`config.mk`:
```
export PLATFORM = sky130hd
export DESIGN_NAME = tcu_capture
export DESIGN_NICKNAME = d
export VERILOG_FILES = /design/src/tcu_pkg.sv /design/src/tcu_capture.sv /design/src/tcu_edge_detect.sv
export VERILOG_INCLUDE_DIRS = /design/src
export SDC_FILE = /design/constraint.sdc
export NUM_CORES = 1
export LEC_CHECK = 0
export ABC_AREA = 0
export CORE_UTILIZATION = 47
export CTS_BUF_LIST = sky130_fd_sc_hd__clkbuf_8 sky130_fd_sc_hd__clkbuf_16
export DETAILED_ROUTE_END_ITERATION = 6
export DONT_BUFFER_PORTS = 1
export GPL_TIMING_DRIVEN = 0
export PLACE_DENSITY = 0.62
export SYNTH_ARGS = -nofsm -noshare
export SYNTH_HDL_FRONTEND = slang
export SYNTH_HIERARCHICAL = 1
export SYNTH_SLANG_ARGS = --single-unit
```
`constraint.sdc`:
```
create_clock -name core_clk -period 1.8 [get_ports core_clk]
set_input_delay 0.36 -clock core_clk [delete_from_list [all_inputs] [get_ports core_clk]]
set_output_delay 0.36 -clock core_clk [all_outputs]
set_load 0.05 [all_outputs]
```
`src/tcu_cfg.svh`:
```
`ifndef TCU_CFG_SVH
`define TCU_CFG_SVH

// Register port widths.
`define TCU_AW 4
`define TCU_DW 8

// Register offsets.
`define TCU_OFS_CTRL 4'h0
`define TCU_OFS_RES_LO 4'h1
`define TCU_OFS_RES_HI 4'h2
`define TCU_OFS_REQ 4'h3
`define TCU_OFS_ENA 4'h4
`define TCU_OFS_TB_CFG 4'h5
`define TCU_OFS_TB_LO 4'h6
`define TCU_OFS_TB_HI 4'h7

// Field positions.
`define TCU_MODE_LSB 0
`define TCU_MODE_MSB 3
`define TCU_FLAG_BIT 0
`define TCU_ENA_BIT 0
`define TCU_TB_RUN_BIT 0
`define TCU_TB_EXT_BIT 1

// Mode select codes.
`define TCU_MODE_OFF 4'h0
`define TCU_MODE_FALL 4'h4
`define TCU_MODE_RISE 4'h5
`define TCU_MODE_RISE4 4'h6
`define TCU_MODE_RISE16 4'h7

// Prescaler terminal counts.
`define TCU_PRESC_4 4'h3
`define TCU_PRESC_16 4'hf

// Reset values.
`define TCU_CTRL_RST 4'h0
`define TCU_RES_RST 16'h0000
`define TCU_TB_RST 16'h0000
`define TCU_PRESC_RST 4'h0
`define TCU_RDATA_RST 8'h00

// Timing: core clock period and instruction clock divide.
`define TCU_CLK_PERIOD_NS 20
`define TCU_INST_DIV 4
`define TCU_INST_LAST 2'h3

`endif

```
`src/tcu_pkg.sv`:
```
`include "tcu_cfg.svh"

package tcu_pkg;

   typedef struct packed {
      logic rd;
      logic wr;
      logic [`TCU_AW-1:0] addr;
      logic [`TCU_DW-1:0] wdata;
   } tcu_bus_req_s;

   typedef struct packed {
      logic rise;
      logic fall;
   } tcu_edge_s;

   typedef struct packed {
      logic stage1;
      logic stage2;
      logic prev;
   } tcu_sync_s;

   typedef struct packed {
      logic [3:0] mode;
      logic [15:0] result;
      logic flag;
      logic enable;
      logic tb_run;
      logic tb_ext;
      logic [15:0] tb_count;
      logic [1:0] div;
      logic [3:0] presc;
      logic [`TCU_DW-1:0] rdata;
   } tcu_state_s;

endpackage

```
`src/tcu_capture.sv`:
```
`timescale 1ns/1ps

// What this block does
// - Capture copies full 16-bit timebase count.
// - Mode picks falling, rising, 4th, 16th.
// - Every capture sets the event flag.
// - Flag cleared only by software.
// - Newer capture overwrites unread result.
// - Pin level sampled whatever its direction.
// - Mode change may raise a spurious flag.
// - Prescaler cleared when off or not capturing.
// - Any reset clears the prescaler.
// - Prescaler switch keeps count; turn off first.
// - Sleep freezes instruction-clocked timebase.
// - Sleep keeps capture with external clock.

`include "tcu_cfg.svh"

module tcu_capture (
   // Clock and reset.
   input wire logic core_clk,
   input wire logic rstn,
   // Register port.
   input tcu_pkg::tcu_bus_req_s bus,
   output logic [`TCU_DW-1:0] rdata,
   // Pins and power state.
   input wire logic capture_pin,
   input wire logic timebase_ext_clk,
   input wire logic sleep_mode,
   // Interrupt and timebase view.
   output logic irq,
   output logic [15:0] timebase_count
);
   import tcu_pkg::*;

   tcu_state_s st;
   tcu_state_s next_st;
   tcu_edge_s pin_edge;
   tcu_edge_s ext_edge;
   logic inst_tick;
   logic tb_tick;
   logic cap;
   logic wr_ctrl;
   logic wr_req;
   logic wr_tb;

   function automatic logic is_capture(input logic [3:0] mode);
      is_capture = (mode == `TCU_MODE_FALL) || (mode == `TCU_MODE_RISE) ||
         (mode == `TCU_MODE_RISE4) || (mode == `TCU_MODE_RISE16);
   endfunction

   function automatic logic [3:0] presc_last(input logic [3:0] mode);
      presc_last = (mode == `TCU_MODE_RISE16) ? `TCU_PRESC_16 :
         `TCU_PRESC_4;
   endfunction

   function automatic logic [`TCU_DW-1:0] read_mux(
      input tcu_state_s s,
      input logic [`TCU_AW-1:0] addr
   );
      read_mux = 8'h00;
      unique case (addr)
         `TCU_OFS_CTRL: read_mux = {4'h0, s.mode};
         `TCU_OFS_RES_LO: read_mux = s.result[7:0];
         `TCU_OFS_RES_HI: read_mux = s.result[15:8];
         `TCU_OFS_REQ: read_mux = {7'h00, s.flag};
         `TCU_OFS_ENA: read_mux = {7'h00, s.enable};
         `TCU_OFS_TB_CFG: read_mux = {6'h00, s.tb_ext, s.tb_run};
         `TCU_OFS_TB_LO: read_mux = s.tb_count[7:0];
         `TCU_OFS_TB_HI: read_mux = s.tb_count[15:8];
         default: read_mux = 8'h00;
      endcase
   endfunction

   tcu_edge_detect u_pin_edge (
      .core_clk(core_clk),
      .rstn(rstn),
      .level_in(capture_pin),
      .edge_out(pin_edge)
   );

   tcu_edge_detect u_ext_edge (
      .core_clk(core_clk),
      .rstn(rstn),
      .level_in(timebase_ext_clk),
      .edge_out(ext_edge)
   );

   assign wr_ctrl = bus.wr && (bus.addr == `TCU_OFS_CTRL);
   assign wr_req = bus.wr && (bus.addr == `TCU_OFS_REQ);
   assign wr_tb = bus.wr && ((bus.addr == `TCU_OFS_TB_LO) ||
      (bus.addr == `TCU_OFS_TB_HI));
   assign inst_tick = (st.div == `TCU_INST_LAST);

   assign tb_tick = st.tb_run &&
      (st.tb_ext ? ext_edge.rise : (inst_tick && !sleep_mode));

   always_comb begin
      cap = 1'b0;
      unique case (st.mode)
         `TCU_MODE_FALL: cap = pin_edge.fall;
         `TCU_MODE_RISE: cap = pin_edge.rise;
         `TCU_MODE_RISE4, `TCU_MODE_RISE16:
            cap = pin_edge.rise && (st.presc == presc_last(st.mode));
         default: cap = 1'b0;
      endcase
   end

   always_comb begin
      next_st = st;
      next_st.div = 2'(st.div + 2'h1);
      if (tb_tick) begin
         next_st.tb_count = 16'(st.tb_count + 16'h0001);
      end
      if (!is_capture(st.mode)) begin
         next_st.presc = `TCU_PRESC_RST;
      end else if ((st.mode == `TCU_MODE_RISE4 ||
                    st.mode == `TCU_MODE_RISE16) && pin_edge.rise) begin
         next_st.presc = cap ? `TCU_PRESC_RST : 4'(st.presc + 4'h1);
      end
      // Software writes.
      if (bus.wr) begin
         unique case (bus.addr)
            `TCU_OFS_CTRL:
               next_st.mode = bus.wdata[`TCU_MODE_MSB:`TCU_MODE_LSB];
            `TCU_OFS_RES_LO: next_st.result[7:0] = bus.wdata;
            `TCU_OFS_RES_HI: next_st.result[15:8] = bus.wdata;
            `TCU_OFS_REQ: begin
               if (bus.wdata[`TCU_FLAG_BIT]) begin
                  next_st.flag = 1'b0;
               end
            end
            `TCU_OFS_ENA: next_st.enable = bus.wdata[`TCU_ENA_BIT];
            `TCU_OFS_TB_CFG: begin
               next_st.tb_run = bus.wdata[`TCU_TB_RUN_BIT];
               next_st.tb_ext = bus.wdata[`TCU_TB_EXT_BIT];
            end
            `TCU_OFS_TB_LO: next_st.tb_count[7:0] = bus.wdata;
            `TCU_OFS_TB_HI: next_st.tb_count[15:8] = bus.wdata;
            default: next_st.mode = st.mode;
         endcase
      end
      if (cap) begin
         next_st.result = st.tb_count;
      end
      if (cap) begin
         next_st.flag = 1'b1;
      end
      next_st.rdata = bus.rd ? read_mux(st, bus.addr) : `TCU_RDATA_RST;
   end

   always_ff @(posedge core_clk or negedge rstn) begin
      if (!rstn) begin
         st <= '0;
         st.mode <= `TCU_CTRL_RST;
         st.result <= `TCU_RES_RST;
         st.tb_count <= `TCU_TB_RST;
         st.presc <= `TCU_PRESC_RST;
         st.rdata <= `TCU_RDATA_RST;
      end else begin
         st <= next_st;
      end
   end

   assign rdata = st.rdata;
   assign irq = st.flag & st.enable;
   assign timebase_count = st.tb_count;

   property p_capture_value;
      @(posedge core_clk) disable iff (!rstn)
      cap |=> (st.result == $past(st.tb_count));
   endproperty
   a_capture_value: assert property (p_capture_value)
      else $error("capture did not latch the timebase count");

   property p_fall_event;
      @(posedge core_clk) disable iff (!rstn)
      (st.mode == `TCU_MODE_FALL) && pin_edge.fall |-> cap;
   endproperty
   a_fall_event: assert property (p_fall_event)
      else $error("falling edge not captured in falling mode");

   property p_fourth_edge;
      @(posedge core_clk) disable iff (!rstn)
      (st.mode == `TCU_MODE_RISE4) && pin_edge.rise &&
         (st.presc != `TCU_PRESC_4) |=> !$past(cap) && (st.presc ==
         4'($past(st.presc) + 4'h1));
   endproperty
   a_fourth_edge: assert property (p_fourth_edge)
      else $error("every fourth edge count went wrong");

   property p_flag_set;
      @(posedge core_clk) disable iff (!rstn)
      cap |=> st.flag ##0 irq == st.enable;
   endproperty
   a_flag_set: assert property (p_flag_set)
      else $error("capture did not set the event flag");

   property p_flag_sticky;
      @(posedge core_clk) disable iff (!rstn)
      st.flag && !(wr_req && bus.wdata[`TCU_FLAG_BIT]) |=> st.flag;
   endproperty
   a_flag_sticky: assert property (p_flag_sticky)
      else $error("event flag cleared without a software write");

   property p_overwrite;
      @(posedge core_clk) disable iff (!rstn)
      cap && st.flag |=> (st.result == $past(st.tb_count));
   endproperty
   a_overwrite: assert property (p_overwrite)
      else $error("second capture did not overwrite the result");

   property p_presc_off;
      @(posedge core_clk) disable iff (!rstn)
      !is_capture(st.mode) |=> (st.presc == `TCU_PRESC_RST);
   endproperty
   a_presc_off: assert property (p_presc_off)
      else $error("prescaler not cleared while unit is off");

   property p_presc_keep;
      @(posedge core_clk) disable iff (!rstn)
      (st.mode == `TCU_MODE_RISE4) && wr_ctrl &&
         (bus.wdata[3:0] == `TCU_MODE_RISE16) && !pin_edge.rise
         |=> (st.presc == $past(st.presc));
   endproperty
   a_presc_keep: assert property (p_presc_keep)
      else $error("prescaler changed on a direct mode switch");

   property p_sleep_hold;
      @(posedge core_clk) disable iff (!rstn)
      sleep_mode && !st.tb_ext && !wr_tb
         |=> (st.tb_count == $past(st.tb_count));
   endproperty
   a_sleep_hold: assert property (p_sleep_hold)
      else $error("internal timebase counted during sleep");

   property p_sleep_ext;
      @(posedge core_clk) disable iff (!rstn)
      sleep_mode && st.tb_ext && st.tb_run && ext_edge.rise && !wr_tb
         |=> (st.tb_count == 16'($past(st.tb_count) + 16'h0001));
   endproperty
   a_sleep_ext: assert property (p_sleep_ext)
      else $error("external timebase stalled during sleep");

   property p_off_no_capture;
      @(posedge core_clk) disable iff (!rstn)
      (st.mode == `TCU_MODE_OFF) |-> !cap;
   endproperty
   a_off_no_capture: assert property (p_off_no_capture)
      else $error("capture made while the unit is off");

   property p_pin_latency;
      @(posedge core_clk) disable iff (!rstn)
      (st.mode == `TCU_MODE_RISE) && !wr_ctrl && $rose(capture_pin)
         ##1 (st.mode == `TCU_MODE_RISE) ##1 (st.mode == `TCU_MODE_RISE)
         |-> cap;
   endproperty
   a_pin_latency: assert property (p_pin_latency)
      else $error("rising pin edge not captured two cycles later");

   property p_read_result;
      @(posedge core_clk) disable iff (!rstn)
      bus.rd && (bus.addr == `TCU_OFS_RES_LO)
         |=> (rdata == $past(st.result[7:0]));
   endproperty
   a_read_result: assert property (p_read_result)
      else $error("result low byte read back wrong");

   property p_rise_event;
      @(posedge core_clk) disable iff (!rstn)
      (st.mode == `TCU_MODE_RISE) && pin_edge.rise |-> cap;
   endproperty
   a_rise_event: assert property (p_rise_event)
      else $error("rising edge not captured in rising mode");

   property p_sixteenth_edge;
      @(posedge core_clk) disable iff (!rstn)
      (st.mode == `TCU_MODE_RISE16) && pin_edge.rise &&
         (st.presc == `TCU_PRESC_16) |-> cap;
   endproperty
   a_sixteenth_edge: assert property (p_sixteenth_edge)
      else $error("sixteenth rising edge not captured");

   property p_flag_clear;
      @(posedge core_clk) disable iff (!rstn)
      wr_req && bus.wdata[`TCU_FLAG_BIT] && !cap |=> !st.flag;
   endproperty
   a_flag_clear: assert property (p_flag_clear)
      else $error("software write of one did not clear the flag");

   property p_sleep_capture;
      @(posedge core_clk) disable iff (!rstn)
      sleep_mode && st.tb_ext && cap
         |=> st.flag && (st.result == $past(st.tb_count));
   endproperty
   a_sleep_capture: assert property (p_sleep_capture)
      else $error("capture in sleep did not latch or flag");

endmodule

```
`src/tcu_edge_detect.sv`:
```
`timescale 1ns/1ps

module tcu_edge_detect (
   // Clock and reset.
   input wire logic core_clk,
   input wire logic rstn,
   // Raw level.
   input wire logic level_in,
   // Edge pulses.
   output tcu_pkg::tcu_edge_s edge_out
);
   import tcu_pkg::*;

   tcu_sync_s st;
   tcu_sync_s next_st;

   // Three flops: two sync stages, then the edge compare checks the second stage against prev.
   always_comb begin
      next_st = st;
      next_st.stage1 = level_in;
      next_st.stage2 = st.stage1;
      next_st.prev = st.stage2;
   end

   always_ff @(posedge core_clk or negedge rstn) begin
      if (!rstn) begin
         st <= '0;
      end else begin
         st <= next_st;
      end
   end

   assign edge_out.rise = st.stage2 & ~st.prev;
   assign edge_out.fall = ~st.stage2 & st.prev;

endmodule

```
==> flow_summary.yaml, run 1 <==
outcome:
  status: "complete, no violations"
timing:
  clock_skew_ns: 0.005543
  tns_ns: 0
  fmax_ghz: 0.6059
  hold_viol: 0
  post-route-min-period_ns: 1.650
  relSlewSlack: 0.6575
  finalSetupViolations: 0
  hold_ws_ns: 0.04647
  worst_pin_slew_ns: 0.5118
  fin_crit_sh: 0.9169
  finalMaxSlewViolations: 0
  rsz0062_at_grt: "no"
clock_tree:
  clk_pin_slew_worst_paths_ns: 0.07
  root_buffer: "clkbuf_8"
  cts.sinks: 60
  clockBufferDepth: 2
  clkLatencyLatePin_ns: 0.34
  cts_buffers: 9
  h-tree-depth: 3
  cts_tree: "built"
route:
  m1WireLength_um: 3436
  ant_nets: 0
  wl_met2_um: 3322
  viasPerCell: 5.535
  first_iter_violations: 131
  wire_per_inst_um: 17.21
  drtPass1Iterations: 4
  via_count: 2347
  dr.max_layer_used: "met4"
  wl_um: 7299
  drc: 0
  wl_met3_um: 486
setup_path:
  end_kind: "register"
  crit_arrival_ns: 1.87
  start_kind: "register"
  crit_type: "register to register"
  critPathRequiredTime_ns: 2.02
  critPathMaxFanout: 10
grt:
  globalRouteOverflowTotal: 0
  grt_antenna_before_repair: 0
  grt_pass1_wl_um: 12290
  first_global_vias: 2371
  grt_max_degree: 61
  grt_usage: 0.2235
power:
  p_int_mw: 2.998
  pwr-share-clk: 0.253
  swShare: 0.3838
  powerDensity_nw_per_um2: 1336
  power_switching_mw: 1.867
  combPwrFrac: 0.308
  power.total_mw: 4.864
  ir_drop_uv: 1254
  seqPwrFrac: 0.439
  cellLeakagePower_nw: 1.576
logic_synthesis:
  synthesis.area_um2: 3278
  syn_inst: 325
  syn_nets: 347
  yosysWarnings: 6
  syn_area_per_cell_um2: 10.09
cells_and_area:
  nets: 361
  layout_common_cells: "60 x dfrtp_1, 45 x nand2_1, 27 x buf_4, 24 x nor2_1, 24 x mux2i_1"
  fillers: 608
  drive_above_1_share: 0.2122
  n_antenna_cell: 0
  final_common_cell: "dfrtp_1"
  syn_to_final_growth_pct: 11.07
  instances_no_fill: 424
worst_hold_path:
  hp-class: "input port to register"
placement:
  dpl.hpwl_um: 5166
  dp.cells: 405
  portBuffers: 0
  gp_congestion: 0.8081
floorplanning:
  die_w_um: 85.52
  die-area_um2: 7313
  core_area_um2: 6756
  io_pins: 44
  placementRows: 30
  start_util: 0.4852
  die_h_um: 85.52
job:
  drv_cap: 0
## timing repair
item	in CTS	in global routing
resized for setup	0	4
hold endpoints to repair	60	0
buffers inserted	0	1
setup endpoints to repair	0	20
hold buffers	2	0
## registers in the layout, summed over array words and instances, names as in the netlist
signal              count
rdata                   8
st                     30
timebase_count         16
u_ext_edge/next_st      2
u_ext_edge/st           1
u_pin_edge/next_st      2
u_pin_edge/st           1
## cell type report
type	instances	area, µm²	share of cell area
Tap cell	80	100.1	0.02749
Sequential cell	60	1501	0.4124
Inverter	5	18.77	0.005155
Timing Repair Buffer	3	45.04	0.01237
Multi-Input combinational cell	225	1530	0.4203
Clock inverter	5	51.30	0.01409
Buffer	35	242.7	0.06667
Clock buffer	11	151.4	0.04158
## through the flow
| stage | utilization | setup slack, ns | cell area (µm²) |
|---|---|---|---|
| 2_1_floorplan | - | 0.2539 | 3278 |
| 3_3_place_gp | 0.5000 | 0.01187 | 3378 |
| 3_5_place_dp | 0.5000 | 0.006111 | 3378 |
| 4_1_cts | 0.5356 | 0.04717 | 3618 |
| 5_1_grt | 0.5389 | 0.01270 | 3641 |
| 6_report | 0.5389 | 0.1495 | 3641 |
## layer usage
layer	up-vias	track usage
met5	-	0
met3	5	0.04427
li1	1141	-
met2	70	0.3265
met4	0	0.1045
met1	1131	0.3215
## power by group through the flow
stage / clock network, mW / logic, mW / registers (mW)
3_5_place_dp: 0 / 1.46 / 2.15
2_1_floorplan: 0 / 1.35 / 1.99
6_report: 1.23 / 1.50 / 2.13
5_1_grt: 1.32 / 1.63 / 2.20
4_1_cts: 1.27 / 1.50 / 2.13
3_3_place_gp: 0 / 1.44 / 2.15
## final timing paths
path | from | end | slack (ns) | depth (start not counted)
hold / removal | timebase_ext_clk | u_ext_edge/next_st[1] | 0.05 | 0
hold reg to reg | u_pin_edge/next_st[1] | u_pin_edge/next_st[0] | 0.35 | 0
max in group asynchronous | rstn | timebase_count[0] | 0.98 | 2
setup / recovery | st[10] | st[47] | 0.15 | 5
min in group asynchronous | rstn | st[48] | 0.55 | 2
setup reg to reg | st[10] | st[47] | 0.15 | 5
## worst max-delay path: stages (launching register included)
cell	delay, ns
dfrtp_1	0.41
or2_2	0.31
mux2i_2	0.22
a21o_1	0.22
clkbuf_2	0.24
o21ai_0	0.13
Note: power is estimated with default switching activity, not from simulation.
==> run 2, diff against run 1 <==
Settings changed: BUFFER_PORTS_ARGS set to -buffer_cell sky130_fd_sc_hd__buf_2, DONT_BUFFER_PORTS 1 to not set, PLACE_DENSITY 0.62 to 0.67, RECOVER_POWER set to 25, TNS_END_PERCENT set to 50.
==> run 2 against run 1 <==
Effect of this change: the run now ends with DRC, capacitance limit left; non-clock buffer count grew 40; worst hold slack gained 0.080 ns; setup slack lost 0.054 ns; final cell count grew 9.4%; critical endpoint is now timebase_count[10].
==> flow_summary.yaml, run 2 (same netlist as run 1, synthesis figures left out) <==
setup_path:
  reg2reg_slack_ns: 0.1
  crit_arrival_ns: 1.91
  reg2reg_from: "st[12]"
  cpMaxStageDelayCell: "dfrtp_1"
  timing.rr.end: "timebase_count[10]"
  start_kind: "register"
  path_delay_family: "simple AND/OR/NAND/NOR gates"
  cp_cell_sequence: "ha_1, nor3b_4, buf_4, o2111ai_2, nor3_1, xnor2_1, o21ai_1"
  end_kind: "register"
  max_stage_delay_ns: 0.36
  critPathMaxFanout: 5
  worst-path-buf-inv: 1
  crit_type: "register to register"
  r2r_cells: 7
  critPathRequiredTime_ns: 2.01
clock_tree:
  cts_tree: "built"
  cts.sinks: 60
  clk_pin_slew_worst_paths_ns: 0.06
  h-tree-depth: 3
  root_buffer: "clkbuf_8"
  clockBufferDepth: 2
  cts_buffers: 9
  clkLatencyLatePin_ns: 0.34
grt:
  grt_pass1_wl_um: 12200
  globalRouteOverflowTotal: 0
  grt_max_degree: 61
  grt_antenna_before_repair: 0
  grt_usage: 0.2221
  first_global_vias: 2430
timing:
  fmax_ghz: 0.5868
  rsz0062_at_grt: "yes"
  hold_ws_ns: 0.1266
  relSlewSlack: 0.004142
  clock_skew_ns: 0.009382
  setup_ws_ns: 0.09571
  finalMaxSlewViolations: 0
  fin_crit_sh: 0.9468
  finalSetupViolations: 0
  tns_ns: 0
  worst_pin_slew_ns: 1.494
  post-route-min-period_ns: 1.704
  hold_viol: 0
cells_and_area:
  drive_above_1_share: 0.2969
  top_register: "st"
  n_antenna_cell: 0
  syn_to_final_growth_pct: 15.46
  fin_util: 0.5602
  final_common_cell: "dfrtp_1"
  nets: 401
  layout_common_cells: "60 x dfrtp_1, 45 x buf_2, 45 x nand2_1, 29 x buf_4"
  fin_area_um2: 3785
  largest_register_ffs: 30
route:
  first_iter_violations: 156
  wire_per_inst_um: 16.11
  drc: 1
  ant_nets: 0
  wl_um: 7474
  viasPerCell: 5.431
  via_count: 2520
  drtPass1Iterations: 6
placement:
  dpl.hpwl_um: 5361
  place_area_um2: 3588
  portBuffers: 42
  gp_congestion: 0.8149
  place_ws_ns: -0.03498
power:
  power_switching_mw: 1.929
  combPwrFrac: 0.340
  pwr-share-clk: 0.216
  p_int_mw: 2.898
  seqPwrFrac: 0.443
  cellLeakagePower_nw: 1.729
  powerDensity_nw_per_um2: 1275
  swShare: 0.3997
  ir_drop_uv: 798.3
floorplanning:
  die-area_um2: 7313
  placementRows: 30
  io_pins: 44
  die_w_um: 85.52
  core_area_um2: 6756
  die_h_um: 85.52
  start_util: 0.4852
worst_hold_path:
  hp-class: "input port to register"
  worstHoldEndpoint: "u_ext_edge/next_st[1]"
  hold_start: "timebase_ext_clk"
  hold_depth: 1
outcome:
  violations: "DRC, capacitance limit"
  status: "finished, violations left"
job:
  drv_cap: 1
[run 2: changes by cell type in the layout (fill, tap and decap cells not counted), sizes merged]
cell         before  now
clkinvlp          1    2
dlygate4sd3       1    0
bufinv            1    0
buf              33   75
inv               6    7
clkbuf           15   13
[run 2: final cells by class]
cell class              instances  area [µm²]
fillers                       626        2972
multi-input cells             225        1531
well taps                      80       100.1
clock inverters                 6       32.53
plain buffers                  35       245.2
clock buffers                  10       137.6
flip-flops and latches         60        1501
inverters                       5       18.77
repair buffers                 43       217.7
[run 2: stage by stage]
step / power, mW / std cells
3_3_place_gp: 3.742 / 447
4_1_cts: 4.846 / 463
6_report: 4.827 / 464
2_1_floorplan: 3.341 / 325
5_1_grt: 5.114 / 464
3_5_place_dp: 3.799 / 447
[run 2: worst register-to-register path, stage by stage (launching register included)]
cell and delay [ns]:
dfrtp_1 0.36, ha_1 0.16, nor3b_4 0.26, buf_4 0.18
o2111ai_2 0.18, nor3_1 0.23, xnor2_1 0.15, o21ai_1 0.08
[run 2: worst max path at each step]
stage	startpoint	endpoint	slack, ns	cells after the start
after floorplan	st[12]	timebase_count[15]	0.25	6
after global placement	bus[9]	timebase_count[6]	-0.01	7
after detailed placement	bus[9]	timebase_count[7]	-0.03	7
after CTS	st[10]	st[41]	0.03	6
after global routing	st[11]	st[37]	-0.03	6
final	st[12]	timebase_count[10]	0.1	7
[run 2: timing repair]
action,4_1_cts,5_1_grt
buffers inserted,0,1
gates resized for setup,0,9
hold buffers,0,0
hold endpoints to repair,0,0
setup endpoints to repair,0,23
[run 2: routing by layer]
layer  part of all wire  vias to the layer above  track usage  routed length (µm)
li1                   -                     1217            -                   -
met1               0.46                     1192       0.3182                3442
met3              0.060                       18      0.04716                 452
met5                  0                        -            0                   0
met4              0.019                        0      0.08939                 143
met2               0.46                       93       0.3302                3436
[run 2: power groups by stage]
stage,logic (mW),registers [mW],clock network [mW]
3_3_place_gp,1.60,2.14,0
3_5_place_dp,1.64,2.15,0
6_report,1.64,2.14,1.04
5_1_grt,1.78,2.20,1.14
2_1_floorplan,1.35,1.99,0
4_1_cts,1.65,2.13,1.07
==> run 3, diff against run 2 <==
Settings changed: ABC_AREA 0 to 1, CTS_CLUSTER_DIAMETER set to 80, PLACE_DENSITY 0.67 to 0.77.
==> run 3 against run 2 <==
Effect of this change: the run now ends clean; die area rose by 7.4%; register-to-register slack gained 0.05 ns; combinational power grew 37%; setup slack gained 0.049 ns; first-iteration DRC count grew 53%; sequential share of layout area is 2.8 points lower; critical endpoint is now timebase_count[11]; largest cell class unchanged.
==> flow_summary.yaml, run 3 <==
outcome:
  status: "complete, no violations"
clock_tree:
  cts_buffers: 9
  cts.sinks: 60
  clk_pin_slew_worst_paths_ns: 0.07
  root_buffer: "clkbuf_8"
  clkLatencyLatePin_ns: 0.34
  cts_tree: "built"
  h-tree-depth: 3
  clockBufferDepth: 2
power:
  swShare: 0.4404
  power.total_mw: 5.759
  seqPwrFrac: 0.396
  cellLeakagePower_nw: 2.129
  combPwrFrac: 0.388
  ir_drop_uv: 681.7
  pwr-share-clk: 0.216
  power_switching_mw: 2.537
  powerDensity_nw_per_um2: 1411
  p_int_mw: 3.223
timing:
  fin_crit_sh: 0.9195
  post-route-min-period_ns: 1.655
  fmax_ghz: 0.6042
  worst_pin_slew_ns: 1.483
  relSlewSlack: 0.01161
  clock_skew_ns: 0.004537
  finalSetupViolations: 0
  rsz0062_at_grt: "no"
  hold_viol: 0
  finalMaxSlewViolations: 0
  tns_ns: 0
logic_synthesis:
  synthesis.area_um2: 3527
  syn_inst: 489
  syn_nets: 511
  yosysWarnings: 6
  syn_area_per_cell_um2: 7.213
setup_path:
  start_kind: "register"
  critPathMaxFanout: 7
  reg2reg_from: "u_pin_edge/st[0]"
  crit_arrival_ns: 1.30
  reg2reg_slack_ns: 0.14
  critPathRequiredTime_ns: 1.44
  timing.rr.end: "st[37]"
  crit_type: "register to output pin"
  r2r_cells: 11
  end_kind: "output pin"
route:
  drtPass1Iterations: 5
  first_iter_violations: 239
  via_count: 3399
  wire_per_inst_um: 14.68
  viasPerCell: 5.253
  drc: 0
  ant_nets: 0
  wl_um: 9496
job:
  drv_cap: 0
floorplanning:
  io_pins: 44
  die_h_um: 88.63
  start_util: 0.4863
  core_area_um2: 7253
  die_w_um: 88.63
  placementRows: 31
  die-area_um2: 7855
grt:
  grt_antenna_before_repair: 0
  grt_usage: 0.2625
  globalRouteOverflowTotal: 0
  grt_pass1_wl_um: 15400
  first_global_vias: 3158
  grt_max_degree: 61
worst_hold_path:
  worstHoldEndpoint: "u_ext_edge/next_st[1]"
  hold_start: "timebase_ext_clk"
  hp-class: "input port to register"
  hold_depth: 1
cells_and_area:
  n_antenna_cell: 0
  final_common_cell: "nand2_1"
  instances_no_fill: 647
  drive_above_1_share: 0.1953
  syn_to_final_growth_pct: 15.75
  largest_register_ffs: 30
  top_register: "st"
  layout_common_cells: "127 x nand2_1, 76 x nand3_1, 63 x inv_1, 58 x dfrtp_1, 50 x nor2_1"
  fin_area_um2: 4083
  nets: 565
placement:
  dpl.hpwl_um: 6890
  place_area_um2: 3866
  gp_congestion: 0.9340
  dp.cells: 631
  portBuffers: 43
==> run 3: worst max-delay path by stage <==
stage / slack [ns] / endpoint / from
2_1_floorplan: 0.32 / timebase_count[2] / st[12]
3_3_place_gp: -0.15 / timebase_count[9] / bus[11]
3_5_place_dp: -0.13 / timebase_count[9] / bus[10]
4_1_cts: 0.06 / timebase_count[2] / st[12]
5_1_grt: 0.02 / st[41] / u_pin_edge/next_st[0]
6_report: 0.14 / timebase_count[11] / timebase_count[11]
==> run 3: power by group through the flow <==
stage	registers [mW]	logic [mW]	clock network [mW]
detailed placement	2.28	2.22	0
global placement	2.26	2.18	0
global route	2.33	2.47	1.32
CTS	2.25	2.23	1.27
floorplan	2.08	1.82	0
finish	2.28	2.24	1.24
==> run 3: worst max-delay path: stages (launching register included) <==
cell	delay [ns]
dfrtp_1	0.54
buf_4	0.17
buf_2	0.25
==> run 3: stage by stage <==
step             util  hold WS, ns  worst slack [ns]
2_1_floorplan       -      0.06441            0.3150
3_3_place_gp   0.5330       0.3330           -0.1454
3_5_place_dp   0.5330       0.3418           -0.1286
4_1_cts        0.5605       0.1104           0.06087
5_1_grt        0.5629       0.1125           0.01763
6_report       0.5629       0.1222            0.1450
==> run 3: final cells by class <==
cell class	count	area [µm²]
well taps	99	123.9
inverters	66	256.5
clock inverters	5	51.30
repair inverters	1	5.005
plain buffers	35	242.7
fillers	694	3171
clock buffers	11	151.4
flip-flops and latches	60	1504
repair buffers	43	215.2
multi-input cells	327	1533
==> run 3: metal layers <==
layer / global-route usage / part of all wire
met5: 0 / 0
met4: 0.1026 / 0.023
met3: 0.04571 / 0.062
met2: 0.4357 / 0.49
met1: 0.3420 / 0.42
==> run 3: timing repair <==
item / CTS / global route
resized for setup: 0 / 7
hold buffers: 0 / 0
cloned: 0 / 1
buffers inserted: 0 / 0
setup endpoints to repair: 1 / 8
